--- src/inc/dca_pkg.sv ---
// package: register map, field positions, reset values and types of the converter control block
package dca_pkg;
	// ****************************************************************
	// geometry
	// ****************************************************************
	localparam int NUM_CH = 12;
	localparam int CODE_W = 12;
	localparam int NUM_IN = 4;
	localparam int NUM_TS = 3;
	localparam int NUM_STAT = 11;
	localparam int CNT_W = 9;
	// ****************************************************************
	// register byte offsets
	// ****************************************************************
	localparam logic [7:0] OFS_CFG0 = 8'h00;
	localparam logic [7:0] OFS_SYNCSEL = 8'h04;
	localparam logic [7:0] OFS_HWMASK0 = 8'h08;
	localparam logic [7:0] OFS_HWMASK1 = 8'h0c;
	localparam logic [7:0] OFS_SWCLR = 8'h10;
	localparam logic [7:0] OFS_EVTSEL = 8'h14;
	localparam logic [7:0] OFS_CHSEL = 8'h18;
	localparam logic [7:0] OFS_ALMCTL = 8'h1c;
	localparam logic [7:0] OFS_STATUS = 8'h20;
	localparam logic [7:0] OFS_POWER = 8'h24;
	localparam logic [7:0] OFS_FILT = 8'h28;
	localparam logic [7:0] OFS_DATA = 8'h40;
	localparam logic [7:0] OFS_CLRSET = 8'h80;
	localparam logic [7:0] OFS_INTHR = 8'hc0;
	localparam logic [7:0] OFS_TSTHR = 8'hd0;
	// ****************************************************************
	// field positions
	// ****************************************************************
	localparam int CFG0_TRIG = 0;
	localparam int CFG0_GLOBAL_ALARM_FLAG = 1;
	localparam int EVT_INPUT = 0;
	localparam int EVT_TEMP = 1;
	localparam int EVT_OVERTEMP = 2;
	localparam int CHSEL_LSB = 3;
	localparam int ALM_LATCHDIS = 0;
	localparam int ALM_PINEN_LSB = 16;
	localparam int ST_TEMP_LSB = 4;
	localparam int ST_OVERTEMP = 10;
	localparam int PWR_LOCAL = 12;
	localparam int FILT_TEMP_LSB = 4;
	localparam int THR_HI_LSB = 16;
	// ****************************************************************
	// reset values
	// ****************************************************************
	localparam logic [CODE_W-1:0] RST_CODE = 12'h000;
	localparam logic [CODE_W-1:0] RST_THR_HI = 12'hfff;
	localparam logic [CODE_W-1:0] RST_THR_LO = 12'h000;
	localparam logic [2:0] RST_FILT_IN = 3'h3;
	localparam logic [1:0] RST_FILT_TS = 2'h2;
	localparam logic RST_LOCAL_ON = 1'b1;
	localparam logic [1:0] RESP_OKAY = 2'h0;
	localparam logic [1:0] RESP_SLVERR = 2'h2;
	// ****************************************************************
	// carriers
	// ****************************************************************
	typedef struct packed {
		logic awvalid;
		logic [7:0] awaddr;
		logic wvalid;
		logic [31:0] wdata;
		logic [3:0] wstrb;
		logic bready;
		logic arvalid;
		logic [7:0] araddr;
		logic rready;
	} dca_axil_req_t;
	typedef struct packed {
		logic awready;
		logic wready;
		logic bvalid;
		logic [1:0] bresp;
		logic arready;
		logic rvalid;
		logic [31:0] rdata;
		logic [1:0] rresp;
	} dca_axil_rsp_t;
	typedef struct packed {
		logic valid;
		logic [1:0] index;
		logic [CODE_W-1:0] value;
	} dca_sample_t;
endpackage

--- src/verilog/dca_ctrl.sv ---
// converter latch, clear and alarm control with an AXI4-Lite register slave
//
// Decided for this implementation: the AXI4-Lite slave port and the address map.
`timescale 1ns/100ps
module dca_ctrl #(
	parameter int ADDR_W = 8
)(
	input wire logic clk,
	input wire logic rst_n,
	input wire dca_pkg::dca_axil_req_t axiReq,
	output dca_pkg::dca_axil_rsp_t axiRsp,
	input wire logic clearPin0_n,
	input wire logic clearPin1_n,
	input wire logic overtempIn,
	input wire dca_pkg::dca_sample_t inSample,
	input wire dca_pkg::dca_sample_t tempSample,
	output logic [dca_pkg::NUM_CH-1:0][dca_pkg::CODE_W-1:0] converterOutput,
	output logic [dca_pkg::NUM_CH-1:0] outputEnable,
	output logic alarmPinO,
	output logic alarmPinOe
);
	// ****************************************************************
	// elaboration check
	// ****************************************************************
	if (ADDR_W != 8)
	begin : gBadAddr
		$error("dca_ctrl serves an 8-bit register address only");
	end

	localparam int NCH = dca_pkg::NUM_CH;
	localparam int CW = dca_pkg::CODE_W;
	localparam int NST = dca_pkg::NUM_STAT;
	localparam int TS0 = dca_pkg::ST_TEMP_LSB;

	// word decode shared by the data register and its latch
	function automatic logic hitWord(input logic [7:0] a, input logic [7:0] base, input int i);
		return a == base + 8'(4 * i);
	endfunction

	function automatic logic [dca_pkg::CNT_W-1:0] inCount(input logic [2:0] code);
		logic [dca_pkg::CNT_W-1:0] n;
		n = (code == 3'h0) ? 9'h001 : (9'h001 << ({1'b0, code} + 4'h1));
		return n;
	endfunction

	function automatic logic [dca_pkg::CNT_W-1:0] tsCount(input logic [1:0] code);
		logic [dca_pkg::CNT_W-1:0] n;
		n = 9'h001 << code;
		return n;
	endfunction

	// ****************************************************************
	// registers
	// ****************************************************************
	logic [CW-1:0] dataReg_q [NCH];
	logic [CW-1:0] clrSet_q [NCH];
	logic [CW-1:0] inHi_q [dca_pkg::NUM_IN];
	logic [CW-1:0] inLo_q [dca_pkg::NUM_IN];
	logic [CW-1:0] tsHi_q [dca_pkg::NUM_TS];
	logic [CW-1:0] tsLo_q [dca_pkg::NUM_TS];
	logic [NCH-1:0] syncSel_q, hwMask0_q, hwMask1_q, swClr_q, chSel_q, pwrOut_q;
	logic [NCH-1:0] pending_q, cleared_q, clrNow;
	logic [2:0] evtSel_q;
	logic [2:0] filtIn_q;
	logic [1:0] filtTs_q;
	logic latchDis_q, localOn_q, trigPulse_q;
	logic [NST-1:0] pinEn_q, status_q, status_d, cond;
	logic [dca_pkg::CNT_W-1:0] cnt_q [NST];

	// ****************************************************************
	// AXI4-Lite slave
	// ****************************************************************
	logic awHeld_q, wHeld_q;
	logic [7:0] awAddr_q;
	logic [31:0] wData_q;
	logic [3:0] wStrb_q;
	logic wrEn, rdTake, statusRd;
	logic [7:0] wa;
	logic [31:0] rdVal;
	logic rdOk, wrOk;

	assign wrEn = awHeld_q & wHeld_q & ~axiRsp.bvalid;
	assign rdTake = axiReq.arvalid & axiRsp.arready;
	assign statusRd = rdTake & (axiReq.araddr == dca_pkg::OFS_STATUS);
	assign wa = awAddr_q;

	always_ff @(posedge clk or negedge rst_n)
	begin
		if (!rst_n)
		begin
			awHeld_q <= 1'b0;
			wHeld_q <= 1'b0;
			awAddr_q <= 8'h00;
			wData_q <= 32'h0000_0000;
			wStrb_q <= 4'h0;
			axiRsp <= '0;
		end
		else
		begin
			axiRsp.awready <= ~awHeld_q & ~(axiReq.awvalid & axiRsp.awready);
			axiRsp.wready <= ~wHeld_q & ~(axiReq.wvalid & axiRsp.wready);
			if (axiReq.awvalid & axiRsp.awready)
			begin
				awHeld_q <= 1'b1;
				awAddr_q <= axiReq.awaddr;
			end
			if (axiReq.wvalid & axiRsp.wready)
			begin
				wHeld_q <= 1'b1;
				wData_q <= axiReq.wdata;
				wStrb_q <= axiReq.wstrb;
			end
			if (wrEn)
			begin
				axiRsp.bvalid <= 1'b1;
				axiRsp.bresp <= wrOk ? dca_pkg::RESP_OKAY : dca_pkg::RESP_SLVERR;
			end
			else if (axiRsp.bvalid & axiReq.bready)
			begin
				axiRsp.bvalid <= 1'b0;
				awHeld_q <= 1'b0;
				wHeld_q <= 1'b0;
				axiRsp.awready <= 1'b1;
				axiRsp.wready <= 1'b1;
			end
			axiRsp.arready <= ~axiRsp.rvalid & ~rdTake;
			if (rdTake)
			begin
				axiRsp.rvalid <= 1'b1;
				axiRsp.rdata <= rdVal;
				axiRsp.rresp <= rdOk ? dca_pkg::RESP_OKAY : dca_pkg::RESP_SLVERR;
			end
			else if (axiRsp.rvalid & axiReq.rready)
			begin
				axiRsp.rvalid <= 1'b0;
				axiRsp.arready <= 1'b1;
			end
		end
	end

	// write address decode: a legal word address inside any block of the map except the read-only status register
	always_comb
	begin
		wrOk = 1'b0;
		if (wa[1:0] == 2'h0)
		begin
			if (wa <= dca_pkg::OFS_FILT && wa != dca_pkg::OFS_STATUS)
			begin
				wrOk = 1'b1;
			end
			if (wa >= dca_pkg::OFS_DATA && wa < dca_pkg::OFS_DATA + 8'h30)
			begin
				wrOk = 1'b1;
			end
			if (wa >= dca_pkg::OFS_CLRSET && wa < dca_pkg::OFS_CLRSET + 8'h30)
			begin
				wrOk = 1'b1;
			end
			if (wa >= dca_pkg::OFS_INTHR && wa < dca_pkg::OFS_TSTHR + 8'h0c)
			begin
				wrOk = 1'b1;
			end
		end
	end

	// data registers read back the latch, not the data register
	always_comb
	begin
		logic [7:0] ra;
		logic [3:0] idx;
		ra = axiReq.araddr;
		idx = ra[5:2];
		rdVal = 32'h0000_0000;
		rdOk = (ra[1:0] == 2'h0);
		unique case (ra)
			dca_pkg::OFS_CFG0: rdVal[dca_pkg::CFG0_GLOBAL_ALARM_FLAG] = |status_q;
			dca_pkg::OFS_SYNCSEL: rdVal[NCH-1:0] = syncSel_q;
			dca_pkg::OFS_HWMASK0: rdVal[NCH-1:0] = hwMask0_q;
			dca_pkg::OFS_HWMASK1: rdVal[NCH-1:0] = hwMask1_q;
			dca_pkg::OFS_SWCLR: rdVal[NCH-1:0] = swClr_q;
			dca_pkg::OFS_EVTSEL: rdVal[2:0] = evtSel_q;
			dca_pkg::OFS_CHSEL: rdVal[dca_pkg::CHSEL_LSB +: NCH] = chSel_q;
			dca_pkg::OFS_ALMCTL:
			begin
				rdVal[dca_pkg::ALM_LATCHDIS] = latchDis_q;
				rdVal[dca_pkg::ALM_PINEN_LSB +: NST] = pinEn_q;
			end
			dca_pkg::OFS_STATUS: rdVal[NST-1:0] = status_q;
			dca_pkg::OFS_POWER:
			begin
				rdVal[NCH-1:0] = pwrOut_q;
				rdVal[dca_pkg::PWR_LOCAL] = localOn_q;
			end
			dca_pkg::OFS_FILT:
			begin
				rdVal[2:0] = filtIn_q;
				rdVal[dca_pkg::FILT_TEMP_LSB +: 2] = filtTs_q;
			end
			default:
			begin
				if (ra >= dca_pkg::OFS_DATA && ra < dca_pkg::OFS_DATA + 8'h30)
				begin
					rdVal[CW-1:0] = converterOutput[idx];
				end
				else if (ra >= dca_pkg::OFS_CLRSET && ra < dca_pkg::OFS_CLRSET + 8'h30)
				begin
					rdVal[CW-1:0] = clrSet_q[idx];
				end
				else if (ra >= dca_pkg::OFS_INTHR && ra < dca_pkg::OFS_TSTHR)
				begin
					rdVal[CW-1:0] = inLo_q[idx[1:0]];
					rdVal[dca_pkg::THR_HI_LSB +: CW] = inHi_q[idx[1:0]];
				end
				else if (ra >= dca_pkg::OFS_TSTHR && ra < dca_pkg::OFS_TSTHR + 8'h0c)
				begin
					rdVal[CW-1:0] = tsLo_q[idx[1:0]];
					rdVal[dca_pkg::THR_HI_LSB +: CW] = tsHi_q[idx[1:0]];
				end
				else
				begin
					rdOk = 1'b0;
				end
			end
		endcase
	end

	// ****************************************************************
	// control registers
	// ****************************************************************
	logic [31:0] wv, bm;
	assign bm = {{8{wStrb_q[3]}}, {8{wStrb_q[2]}}, {8{wStrb_q[1]}}, {8{wStrb_q[0]}}};
	assign wv = wData_q & bm;

	always_ff @(posedge clk or negedge rst_n)
	begin
		if (!rst_n)
		begin
			syncSel_q <= '0;
			hwMask0_q <= '0;
			hwMask1_q <= '0;
			swClr_q <= '0;
			chSel_q <= '0;
			evtSel_q <= 3'h0;
			latchDis_q <= 1'b0;
			pinEn_q <= '0;
			pwrOut_q <= '0;
			localOn_q <= dca_pkg::RST_LOCAL_ON;
			filtIn_q <= dca_pkg::RST_FILT_IN;
			filtTs_q <= dca_pkg::RST_FILT_TS;
			trigPulse_q <= 1'b0;
		end
		else
		begin
			trigPulse_q <= wrEn & (wa == dca_pkg::OFS_CFG0) & wv[dca_pkg::CFG0_TRIG];
			if (wrEn)
			begin
				unique case (wa)
					dca_pkg::OFS_SYNCSEL: syncSel_q <= (syncSel_q & ~bm[NCH-1:0]) | wv[NCH-1:0];
					dca_pkg::OFS_HWMASK0: hwMask0_q <= (hwMask0_q & ~bm[NCH-1:0]) | wv[NCH-1:0];
					dca_pkg::OFS_HWMASK1: hwMask1_q <= (hwMask1_q & ~bm[NCH-1:0]) | wv[NCH-1:0];
					dca_pkg::OFS_SWCLR: swClr_q <= (swClr_q & ~bm[NCH-1:0]) | wv[NCH-1:0];
					// event bits 2:0, channel bits 14:3
					dca_pkg::OFS_EVTSEL: evtSel_q <= (evtSel_q & ~bm[2:0]) | wv[2:0];
					dca_pkg::OFS_CHSEL: chSel_q <= (chSel_q & ~bm[dca_pkg::CHSEL_LSB +: NCH])
						| wv[dca_pkg::CHSEL_LSB +: NCH];
					dca_pkg::OFS_ALMCTL:
					begin
						latchDis_q <= bm[dca_pkg::ALM_LATCHDIS]
							? wv[dca_pkg::ALM_LATCHDIS] : latchDis_q;
						pinEn_q <= (pinEn_q & ~bm[dca_pkg::ALM_PINEN_LSB +: NST])
							| wv[dca_pkg::ALM_PINEN_LSB +: NST];
					end
					dca_pkg::OFS_POWER:
					begin
						pwrOut_q <= (pwrOut_q & ~bm[NCH-1:0]) | wv[NCH-1:0];
						localOn_q <= bm[dca_pkg::PWR_LOCAL]
							? wv[dca_pkg::PWR_LOCAL] : localOn_q;
					end
					dca_pkg::OFS_FILT:
					begin
						filtIn_q <= (filtIn_q & ~bm[2:0]) | wv[2:0];
						filtTs_q <= (filtTs_q & ~bm[dca_pkg::FILT_TEMP_LSB +: 2])
							| wv[dca_pkg::FILT_TEMP_LSB +: 2];
					end
					default:
					begin
					end
				endcase
			end
		end
	end

	// ****************************************************************
	// data, clear-setting and threshold arrays
	// ****************************************************************
	always_ff @(posedge clk or negedge rst_n)
	begin
		if (!rst_n)
		begin
			for (int i = 0; i < NCH; i++)
			begin
				dataReg_q[i] <= dca_pkg::RST_CODE;
				clrSet_q[i] <= dca_pkg::RST_CODE;
			end
			for (int i = 0; i < dca_pkg::NUM_IN; i++)
			begin
				inHi_q[i] <= dca_pkg::RST_THR_HI;
				inLo_q[i] <= dca_pkg::RST_THR_LO;
			end
			for (int i = 0; i < dca_pkg::NUM_TS; i++)
			begin
				tsHi_q[i] <= dca_pkg::RST_THR_HI;
				tsLo_q[i] <= dca_pkg::RST_THR_LO;
			end
		end
		else if (wrEn)
		begin
			for (int i = 0; i < NCH; i++)
			begin
				if (hitWord(wa, dca_pkg::OFS_DATA, i))
				begin
					dataReg_q[i] <= (dataReg_q[i] & ~bm[CW-1:0]) | wv[CW-1:0];
				end
				if (hitWord(wa, dca_pkg::OFS_CLRSET, i))
				begin
					clrSet_q[i] <= (clrSet_q[i] & ~bm[CW-1:0]) | wv[CW-1:0];
				end
			end
			for (int i = 0; i < dca_pkg::NUM_IN; i++)
			begin
				if (wa == dca_pkg::OFS_INTHR + 8'(4 * i))
				begin
					inLo_q[i] <= (inLo_q[i] & ~bm[CW-1:0]) | wv[CW-1:0];
					inHi_q[i] <= (inHi_q[i] & ~bm[dca_pkg::THR_HI_LSB +: CW])
						| wv[dca_pkg::THR_HI_LSB +: CW];
				end
			end
			for (int i = 0; i < dca_pkg::NUM_TS; i++)
			begin
				if (wa == dca_pkg::OFS_TSTHR + 8'(4 * i))
				begin
					tsLo_q[i] <= (tsLo_q[i] & ~bm[CW-1:0]) | wv[CW-1:0];
					tsHi_q[i] <= (tsHi_q[i] & ~bm[dca_pkg::THR_HI_LSB +: CW])
						| wv[dca_pkg::THR_HI_LSB +: CW];
				end
			end
		end
	end

	// ****************************************************************
	// pin synchronisers
	// ****************************************************************
	logic [2:0] pinMeta_q, pinSync_q;
	always_ff @(posedge clk or negedge rst_n)
	begin
		if (!rst_n)
		begin
			pinMeta_q <= 3'h3;
			pinSync_q <= 3'h3;
		end
		else
		begin
			pinMeta_q <= {overtempIn, clearPin1_n, clearPin0_n};
			pinSync_q <= pinMeta_q;
		end
	end

	// ****************************************************************
	// clear state and latch
	// ****************************************************************
	logic autoEvt;
	always_comb
	begin
		autoEvt = (evtSel_q[dca_pkg::EVT_OVERTEMP] & status_q[dca_pkg::ST_OVERTEMP])
			| (evtSel_q[dca_pkg::EVT_INPUT] & (|status_q[dca_pkg::NUM_IN-1:0]))
			| (evtSel_q[dca_pkg::EVT_TEMP] & (|status_q[dca_pkg::ST_OVERTEMP-1:dca_pkg::ST_TEMP_LSB]));
		clrNow = (pinSync_q[0] ? '0 : hwMask0_q) | (pinSync_q[1] ? '0 : hwMask1_q)
			| swClr_q | (autoEvt ? chSel_q : '0);
	end

	always_ff @(posedge clk or negedge rst_n)
	begin
		if (!rst_n)
		begin
			converterOutput <= '0;
			pending_q <= '0;
			cleared_q <= '0;
		end
		else
		begin
			cleared_q <= clrNow;
			for (int i = 0; i < NCH; i++)
			begin
				if (clrNow[i])
				begin
					converterOutput[i] <= clrSet_q[i];
				end
				else if (cleared_q[i])
				begin
					converterOutput[i] <= dataReg_q[i];
				end
				else if (!syncSel_q[i] && wrEn && hitWord(wa, dca_pkg::OFS_DATA, i))
				begin
					converterOutput[i] <= (dataReg_q[i] & ~bm[CW-1:0]) | wv[CW-1:0];
				end
				else if (trigPulse_q && syncSel_q[i] && pending_q[i])
				begin
					converterOutput[i] <= dataReg_q[i];
				end
				if (syncSel_q[i] && wrEn && hitWord(wa, dca_pkg::OFS_DATA, i))
				begin
					pending_q[i] <= 1'b1;
				end
				else if (trigPulse_q && syncSel_q[i])
				begin
					pending_q[i] <= 1'b0;
				end
			end
		end
	end

	// ****************************************************************
	// alarm filters and status
	// ****************************************************************
	always_ff @(posedge clk or negedge rst_n)
	begin
		if (!rst_n)
		begin
			for (int s = 0; s < NST; s++)
			begin
				cnt_q[s] <= '0;
			end
		end
		else
		begin
			for (int c = 0; c < dca_pkg::NUM_IN; c++)
			begin
				if (inSample.valid && inSample.index == 2'(c))
				begin
					if (inSample.value > inHi_q[c] || inSample.value < inLo_q[c]
						|| inHi_q[c] < inLo_q[c])
					begin
						cnt_q[c] <= (cnt_q[c] >= inCount(filtIn_q)) ? cnt_q[c] : cnt_q[c] + 9'h001;
					end
					else
					begin
						cnt_q[c] <= '0;
					end
				end
			end
			for (int t = 0; t < dca_pkg::NUM_TS; t++)
			begin
				if (tempSample.valid && tempSample.index == 2'(t))
				begin
					for (int k = 0; k < 2; k++)
					begin
						if ((k == 0) ? (tempSample.value > tsHi_q[t])
							: (tempSample.value < tsLo_q[t]))
						begin
							cnt_q[TS0 + 2 * t + k] <= (cnt_q[TS0 + 2 * t + k]
								>= tsCount(filtTs_q)) ? cnt_q[TS0 + 2 * t + k]
								: cnt_q[TS0 + 2 * t + k] + 9'h001;
						end
						else
						begin
							cnt_q[TS0 + 2 * t + k] <= '0;
						end
					end
				end
			end
		end
	end

	always_comb
	begin
		for (int c = 0; c < dca_pkg::NUM_IN; c++)
		begin
			cond[c] = cnt_q[c] >= inCount(filtIn_q);
		end
		for (int u = dca_pkg::ST_TEMP_LSB; u < dca_pkg::ST_OVERTEMP; u++)
		begin
			cond[u] = cnt_q[u] >= tsCount(filtTs_q);
		end
		cond[dca_pkg::ST_OVERTEMP] = pinSync_q[2] & localOn_q;
		status_d = latchDis_q ? cond : (cond | (status_q & {NST{~statusRd}}));
	end

	always_ff @(posedge clk or negedge rst_n)
	begin
		if (!rst_n)
		begin
			status_q <= '0;
			alarmPinO <= 1'b0;
			alarmPinOe <= 1'b0;
			outputEnable <= '0;
		end
		else
		begin
			status_q <= status_d;
			alarmPinO <= 1'b0;
			alarmPinOe <= |(status_d & pinEn_q);
			outputEnable <= pwrOut_q;
		end
	end
endmodule

--- config.mk ---
export PLATFORM = sky130hd
export DESIGN_NAME = dca_ctrl
export DESIGN_NICKNAME = d
export VERILOG_FILES = /design/src/inc/dca_pkg.sv /design/src/verilog/dca_ctrl.sv
export SDC_FILE = /design/constraint.sdc
export NUM_CORES = 2
export LEC_CHECK = 0
export ABC_CLOCK_PERIOD_IN_PS = 7160
export BUFFER_PORTS_ARGS = -buffer_cell sky130_fd_sc_hd__buf_2
export CAP_MARGIN = 40
export CORE_MARGIN = 4
export CORE_UTILIZATION = 38
export DETAILED_ROUTE_END_ITERATION = 6
export GPL_TIMING_DRIVEN = 0
export MAX_ROUTING_LAYER = met4
export SYNTH_ARGS = -nofsm -noshare
export SYNTH_HDL_FRONTEND = slang
export SYNTH_SLANG_ARGS = --single-unit
--- constraint.sdc ---
create_clock -name clk -period 7.16 [get_ports clk]
set_input_delay 0.716 -clock clk [delete_from_list [all_inputs] [get_ports clk]]
set_output_delay 0.716 -clock clk [all_outputs]
set_load 0.05 [all_outputs]
## Word level (Yosys, flattened, before mapping)

Index checks and enable logic that the tools add are counted.

- Multiplexer cells: 157
- Bitwise operators: 138
- Shift operators: 2
- Eq/ne operators: 66
- Reductions and logical operators: 204
- Magnitude comparators: 46
- $add $sub $neg: 11

Operator list:

| kind | count |
|---|---|
| 12-bit 2-to-1 mux | 70 |
| 12-bit bitwise OR | 47 |
| 12-bit AND | 44 |
| 9-bit 2-to-1 mux | 21 |
| 8-bit equality test (second input constant) | 19 |
| 12-bit < comparator | 11 |
| 2-bit AND reduction | 50 |
| 12-bit binary-select mux with 2-bit select | 4 |
| 12-bit binary-select mux with 4-bit select | 2 |
| 8-bit by 7-bit equality test with 1-bit output (second input constant) | 12 |
| 9-bit by 1-bit adder with 9-bit output (second input constant) | 10 |
| 9-bit >= comparator | 10 |
| 1-bit logical AND | 87 |
| 12-bit > comparator | 7 |
| 8-bit by 5-bit equality test with 1-bit output (second input constant) | 8 |
| 4-bit nonzero test | 12 |
| 1-bit 2-to-1 mux | 44 |
| 8-bit by 6-bit equality test with 1-bit output (second input constant) | 5 |
| 8-bit >= comparator (second input constant) | 5 |
| 8-bit < comparator (second input constant) | 5 |
| 5-bit one-hot mux with 8 select lines | 1 |
| 12-bit NOT | 3 |
| 11-bit AND | 3 |
| 11-bit OR reduction | 3 |
| 52 further kinds | 141 |

- Output and inout port bits: 199
- Flip-flop bits (word level): 916
- Input bits: 92
- Logic and storage cells: 728

## Longest topological paths before layout

- Word-level depth: 9
- Depth in mapped cells: 12
- Depth with buffers taken out: 10

## Least setup slack after synthesis

OpenSTA, ideal clock, no wires.

- Path kind: register to register
- Start point: reg with a tool-made name
- End point: reg cnt_q[68] (netlist name)
- Path slack: 4071 ps
- Data arrival time: 2963 ps
- Clock period less this slack: 3089 ps
- Buffers on the path: 2
- Library setup time: 126 ps
- Required time: 7034 ps
- Stages on the path, launching flop included: 12
- Cell sequence: dfstp_2 clkbuf_1 or3b_2 ha_1 o21a_1 o31ai_1 a211oi_1 or2_1 clkbuf_1 or4_1 a21oi_1 o22ai_1

RTL lines:

| what | RTL line | RTL |
|---|---|---|
| to (signal, indexed assignment) | dca_ctrl.sv:443 | `cnt_q[c] <= (cnt_q[c] >= inCount(filtIn_q)) ? cnt_q[c] : cnt_q[c] + 9'h001;` |
| to (signal, indexed assignment) | dca_ctrl.sv:460 | `cnt_q[TS0 + 2 * t + k] <= (cnt_q[TS0 + 2 * t + k]` |
| to (decl) | dca_ctrl.sv:68 | `logic [dca_pkg::CNT_W-1:0] cnt_q [NST];` |

## Worst setup path in the final report

- Start point: in axiReq[3] (netlist name)
- End point: reg axiRsp[7] (netlist name)

- Cells in the longest elaborated chain, start to end: 9
- Elaborated cells between the ends (all ways): 42
- Classes of those cells: 8 x order compare; 10 x eq/ne; 16 x mux; 2 x bitwise; 6 x reduce/logical

Ends and longest elaborated chain:

| what | RTL line | RTL |
|---|---|---|
| from (decl) | dca_ctrl.sv:10 | `input wire dca_pkg::dca_axil_req_t axiReq,` |
| parallel branches: the longest is 8 deep, another holds 8-bit >= comparator | - |  |
| 2-bit one-hot mux with 9 select lines * | dca_ctrl.sv:175 | `unique case (ra)` |
| to (decl) | dca_ctrl.sv:11 | `output dca_pkg::dca_axil_rsp_t axiRsp,` |

Mark *: on every way between the ends. The select of a mux whose other input is x is not followed.
A chain may end at the register's enable or synchronous reset.

==> flow_metrics.tcl <==
set metrics [dict create \
    drv_cap 0 \
    cts_setup_buffers 0 \
    dieArea_um2 133000 \
    period_minus_slack_ns 4.27 \
    coreArea_um2 126000 \
    critPathArrivalTime_ns 4.91 \
    path_class "in2reg" \
    drt_wl_total_um 184000 \
    place_inst 6449 \
    worst_pin_slew_ns 0.998 \
    synth_edf_count 0 \
    cts-resized-gates 0 \
    start_util 0.384 \
    cts_tree "yes" \
    die_w_um 365 \
    instances_no_fill 6642 \
    highest_layer "met4" \
    violations "design-rule violations" \
    seqPwrFrac 0.361 \
    rsz0062_at_grt "false" \
    combPwrFrac 0.364 \
    ys_warn_count 0 \
    hold_class "in2async" \
    route.detailed.drc 1 \
    io_pins 291 \
    grt_max_degree 118 \
    p_int_mw 11.5 \
    clock_latency_ns 0.75 \
    synthToLayoutAreaGrowth_pct 16.3 \
    finalSetupViolations 0 \
    synthCells 4452 \
    fin_skew_ns 0.0573 \
    first_global_vias 37800 \
    cp_max_fo 10 \
    clk_pin_slew_worst_paths_ns 0.06 \
    power_density_nw_per_um2 357 \
    synthArstFlopShare 1.00 \
    hold_buffers 0 \
    grt_pass1_wl_um 264000 \
    placed_area_um2 52700 \
    gp_congestion 1.00 \
    n_fill_cell 11800 \
    synth_cell_types 80 \
    max_freq_mhz 234 \
    r2r_slack_ns 2.98 \
    finalSetupTns_ns 0 \
    seq_area_frac_synth 0.475 \
    cts_inserted_buffers 102 \
    antenna_found_initial 19 \
    postSynthAreaPerCell_um2 10.9 \
    drt_iter0_drc 4240 \
    firstDrtPassIters 7 \
    hold_violations 0 \
    power.switching_mw 8.53 \
    hpwl_um 144000 \
    io_buffer_count 275 \
    slew_headroom 0.335 \
    layout.nets 5271 \
    final_max_slew_viol_count 0 \
    htreeDepth 3 \
    m1WireLength_um 76000 \
    syn-cell-area_um2 48400 \
    wl_per_cell_um 27.8 \
    cts-root-buf "clkbuf_16" \
    hold_ws_ns 0.0282 \
    met2_length_um 80700 \
    num_vias 39400 \
    outcome "finished, violations left" \
    switching_share 0.425 \
    die_height_um 365 \
    fin_crit_sh 0.596 \
    reg2reg_depth 9 \
    cellLeakagePower_nw 25.6 \
    drive_gt1_frac 0.215 \
    cp-end-kind "flip-flop" \
    grt.overflow.total 0 \
    r2r_start "axiRsp[38]" \
    ys_ff_latch 913 \
    clockBufferDepth 3 \
    wl_met3_um 19800 \
    final_area_um2 56200 \
    clock_sinks 913 \
    grtUsageTotal 0.280 \
    vdd_drop_max_v 0.000287 \
    final_antenna_net_count 0 \
    crit_start "axiReq[3]" \
    ys.flop_type "dfrtp_1" \
    viasPerCell 5.94 \
    cp-start-kind "input port" \
    p_clk_frac 0.276 \
    cp.required_ns 7.81 \
    num_rows 130 \
]
[per-stage QoR]
step | total power, mW | worst slack [ns] | utilization
after floorplan | 11.3 | 4.07 | -
after global placement | 14.2 | -15.27 | 0.411
after detailed placement | 14.4 | 2.40 | 0.418
after CTS | 20.0 | 3.11 | 0.446
after global routing | 20.8 | 2.89 | 0.446
final | 20.1 | 2.89 | 0.446
[power by group through the flow]
| stage | clock [mW] | sequential, mW | combinational [mW] |
|---|---|---|---|
| final | 5.53 | 7.23 | 7.30 |
| after floorplan | 0 | 7.90 | 3.41 |
| after global placement | 0 | 7.26 | 6.90 |
| after detailed placement | 0 | 7.27 | 7.16 |
| after global routing | 5.80 | 7.29 | 7.74 |
| after CTS | 5.59 | 7.18 | 7.19 |
[layer usage]
metal / track usage / vias to the layer above
met5: - / -
met4: 0.109 / 0
met3: 0.0660 / 396
met2: 0.412 / 2026
met1: 0.376 / 19900
li1: - / 17100
[cell usage in the layout, fill, tap and decap left out, types with 18 or more instances in the layout]
cell type,netlist,final
clkbuf_1,195,220
a221oi_1,28,28
nand2b_1,30,30
a311oi_1,63,62
o211ai_1,42,42
a21o_1,127,127
a31oi_1,29,29
buf_2,25,304
clkbuf_16,0,102
a211oi_1,34,34
o21ai_0,134,134
o22ai_1,40,40
a22oi_1,42,42
nor3_1,33,32
inv_1,208,208
mux2_1,104,104
xor2_1,20,20
and2_1,20,20
ha_1,275,275
nor2b_1,41,41
mux2_2,304,304
buf_1,18,18
nor2_1,298,298
buf_6,1,24
clkbuf_8,0,22
nand3_1,114,114
a21oi_1,140,140
dfrtp_1,821,821
nand4_1,57,57
dfstp_2,92,92
o21ai_1,158,158
mux2i_1,117,117
nand2_1,474,474
mux4_2,96,96
[synth_stat cells, drive strengths merged, types with 42 or more instances]
master	count	area, um^2
dfrtp	821	20500
nand2	474	1780
mux2	408	4590
nor2	302	1140
o21ai	292	1460
ha	275	3440
inv	214	803
clkbuf	195	732
a21oi	140	701
a21o	127	953
mux2i	117	1170
nand3	114	571
mux4	96	2160
dfstp	92	2420
a311oi	63	552
nand4	57	357
buf	53	272
o22ai	48	350
a22oi	42	315
o211ai	42	315
[worst max-delay path: stages]
cell and delay, ns:
buf_2 0.34, buf_2 0.45, buf_2 0.59, buf_2 0.50
buf_2 0.46, mux2i_1 0.13, nor2_1 0.12, a21oi_1 0.11
o211ai_1 0.57, nand3_1 0.58, a41oi_1 0.32
[worst max path at each step]
stage | endpoint | slack, ns | cells past startpoint
3_3_place_gp | dataReg_q[30] | -15.27 | 1
5_1_grt | axiRsp[7] | 2.89 | 11
4_1_cts | flip-flop | 3.11 | 9
2_1_floorplan | cnt_q[68] | 4.07 | 11
3_5_place_dp | axiRsp[7] | 2.40 | 11
6_report | axiRsp[7] | 2.89 | 11
[logic make-up after synthesis]
logic type / after synthesis / share of synthesized area
mux: 621 / 0.164
compound gates: 984 / 0.137
fa+ha+maj: 275 / 0.0711
other cells: 2 / 0.000155
buf+inv: 462 / 0.0374
xor+xnor: 31 / 0.00561
flops: 913 / 0.475
simple gates: 1164 / 0.110
[layout make-up]
class / instances / area [um^2] / area share
Tap cell: 1650 / 2060 / 0.0367
Timing Repair Buffer: 338 / 2260 / 0.0401
Buffer: 248 / 1000 / 0.0178
Clock buffer: 149 / 2950 / 0.0524
Sequential cell: 913 / 23000 / 0.408
Inverter: 214 / 803 / 0.0143
Multi-Input combinational cell: 3087 / 23700 / 0.421
Clock inverter: 36 / 527 / 0.00937
Antenna cell: 7 / 17.5 / 0.000311
(Power assumes the default switching activity.)
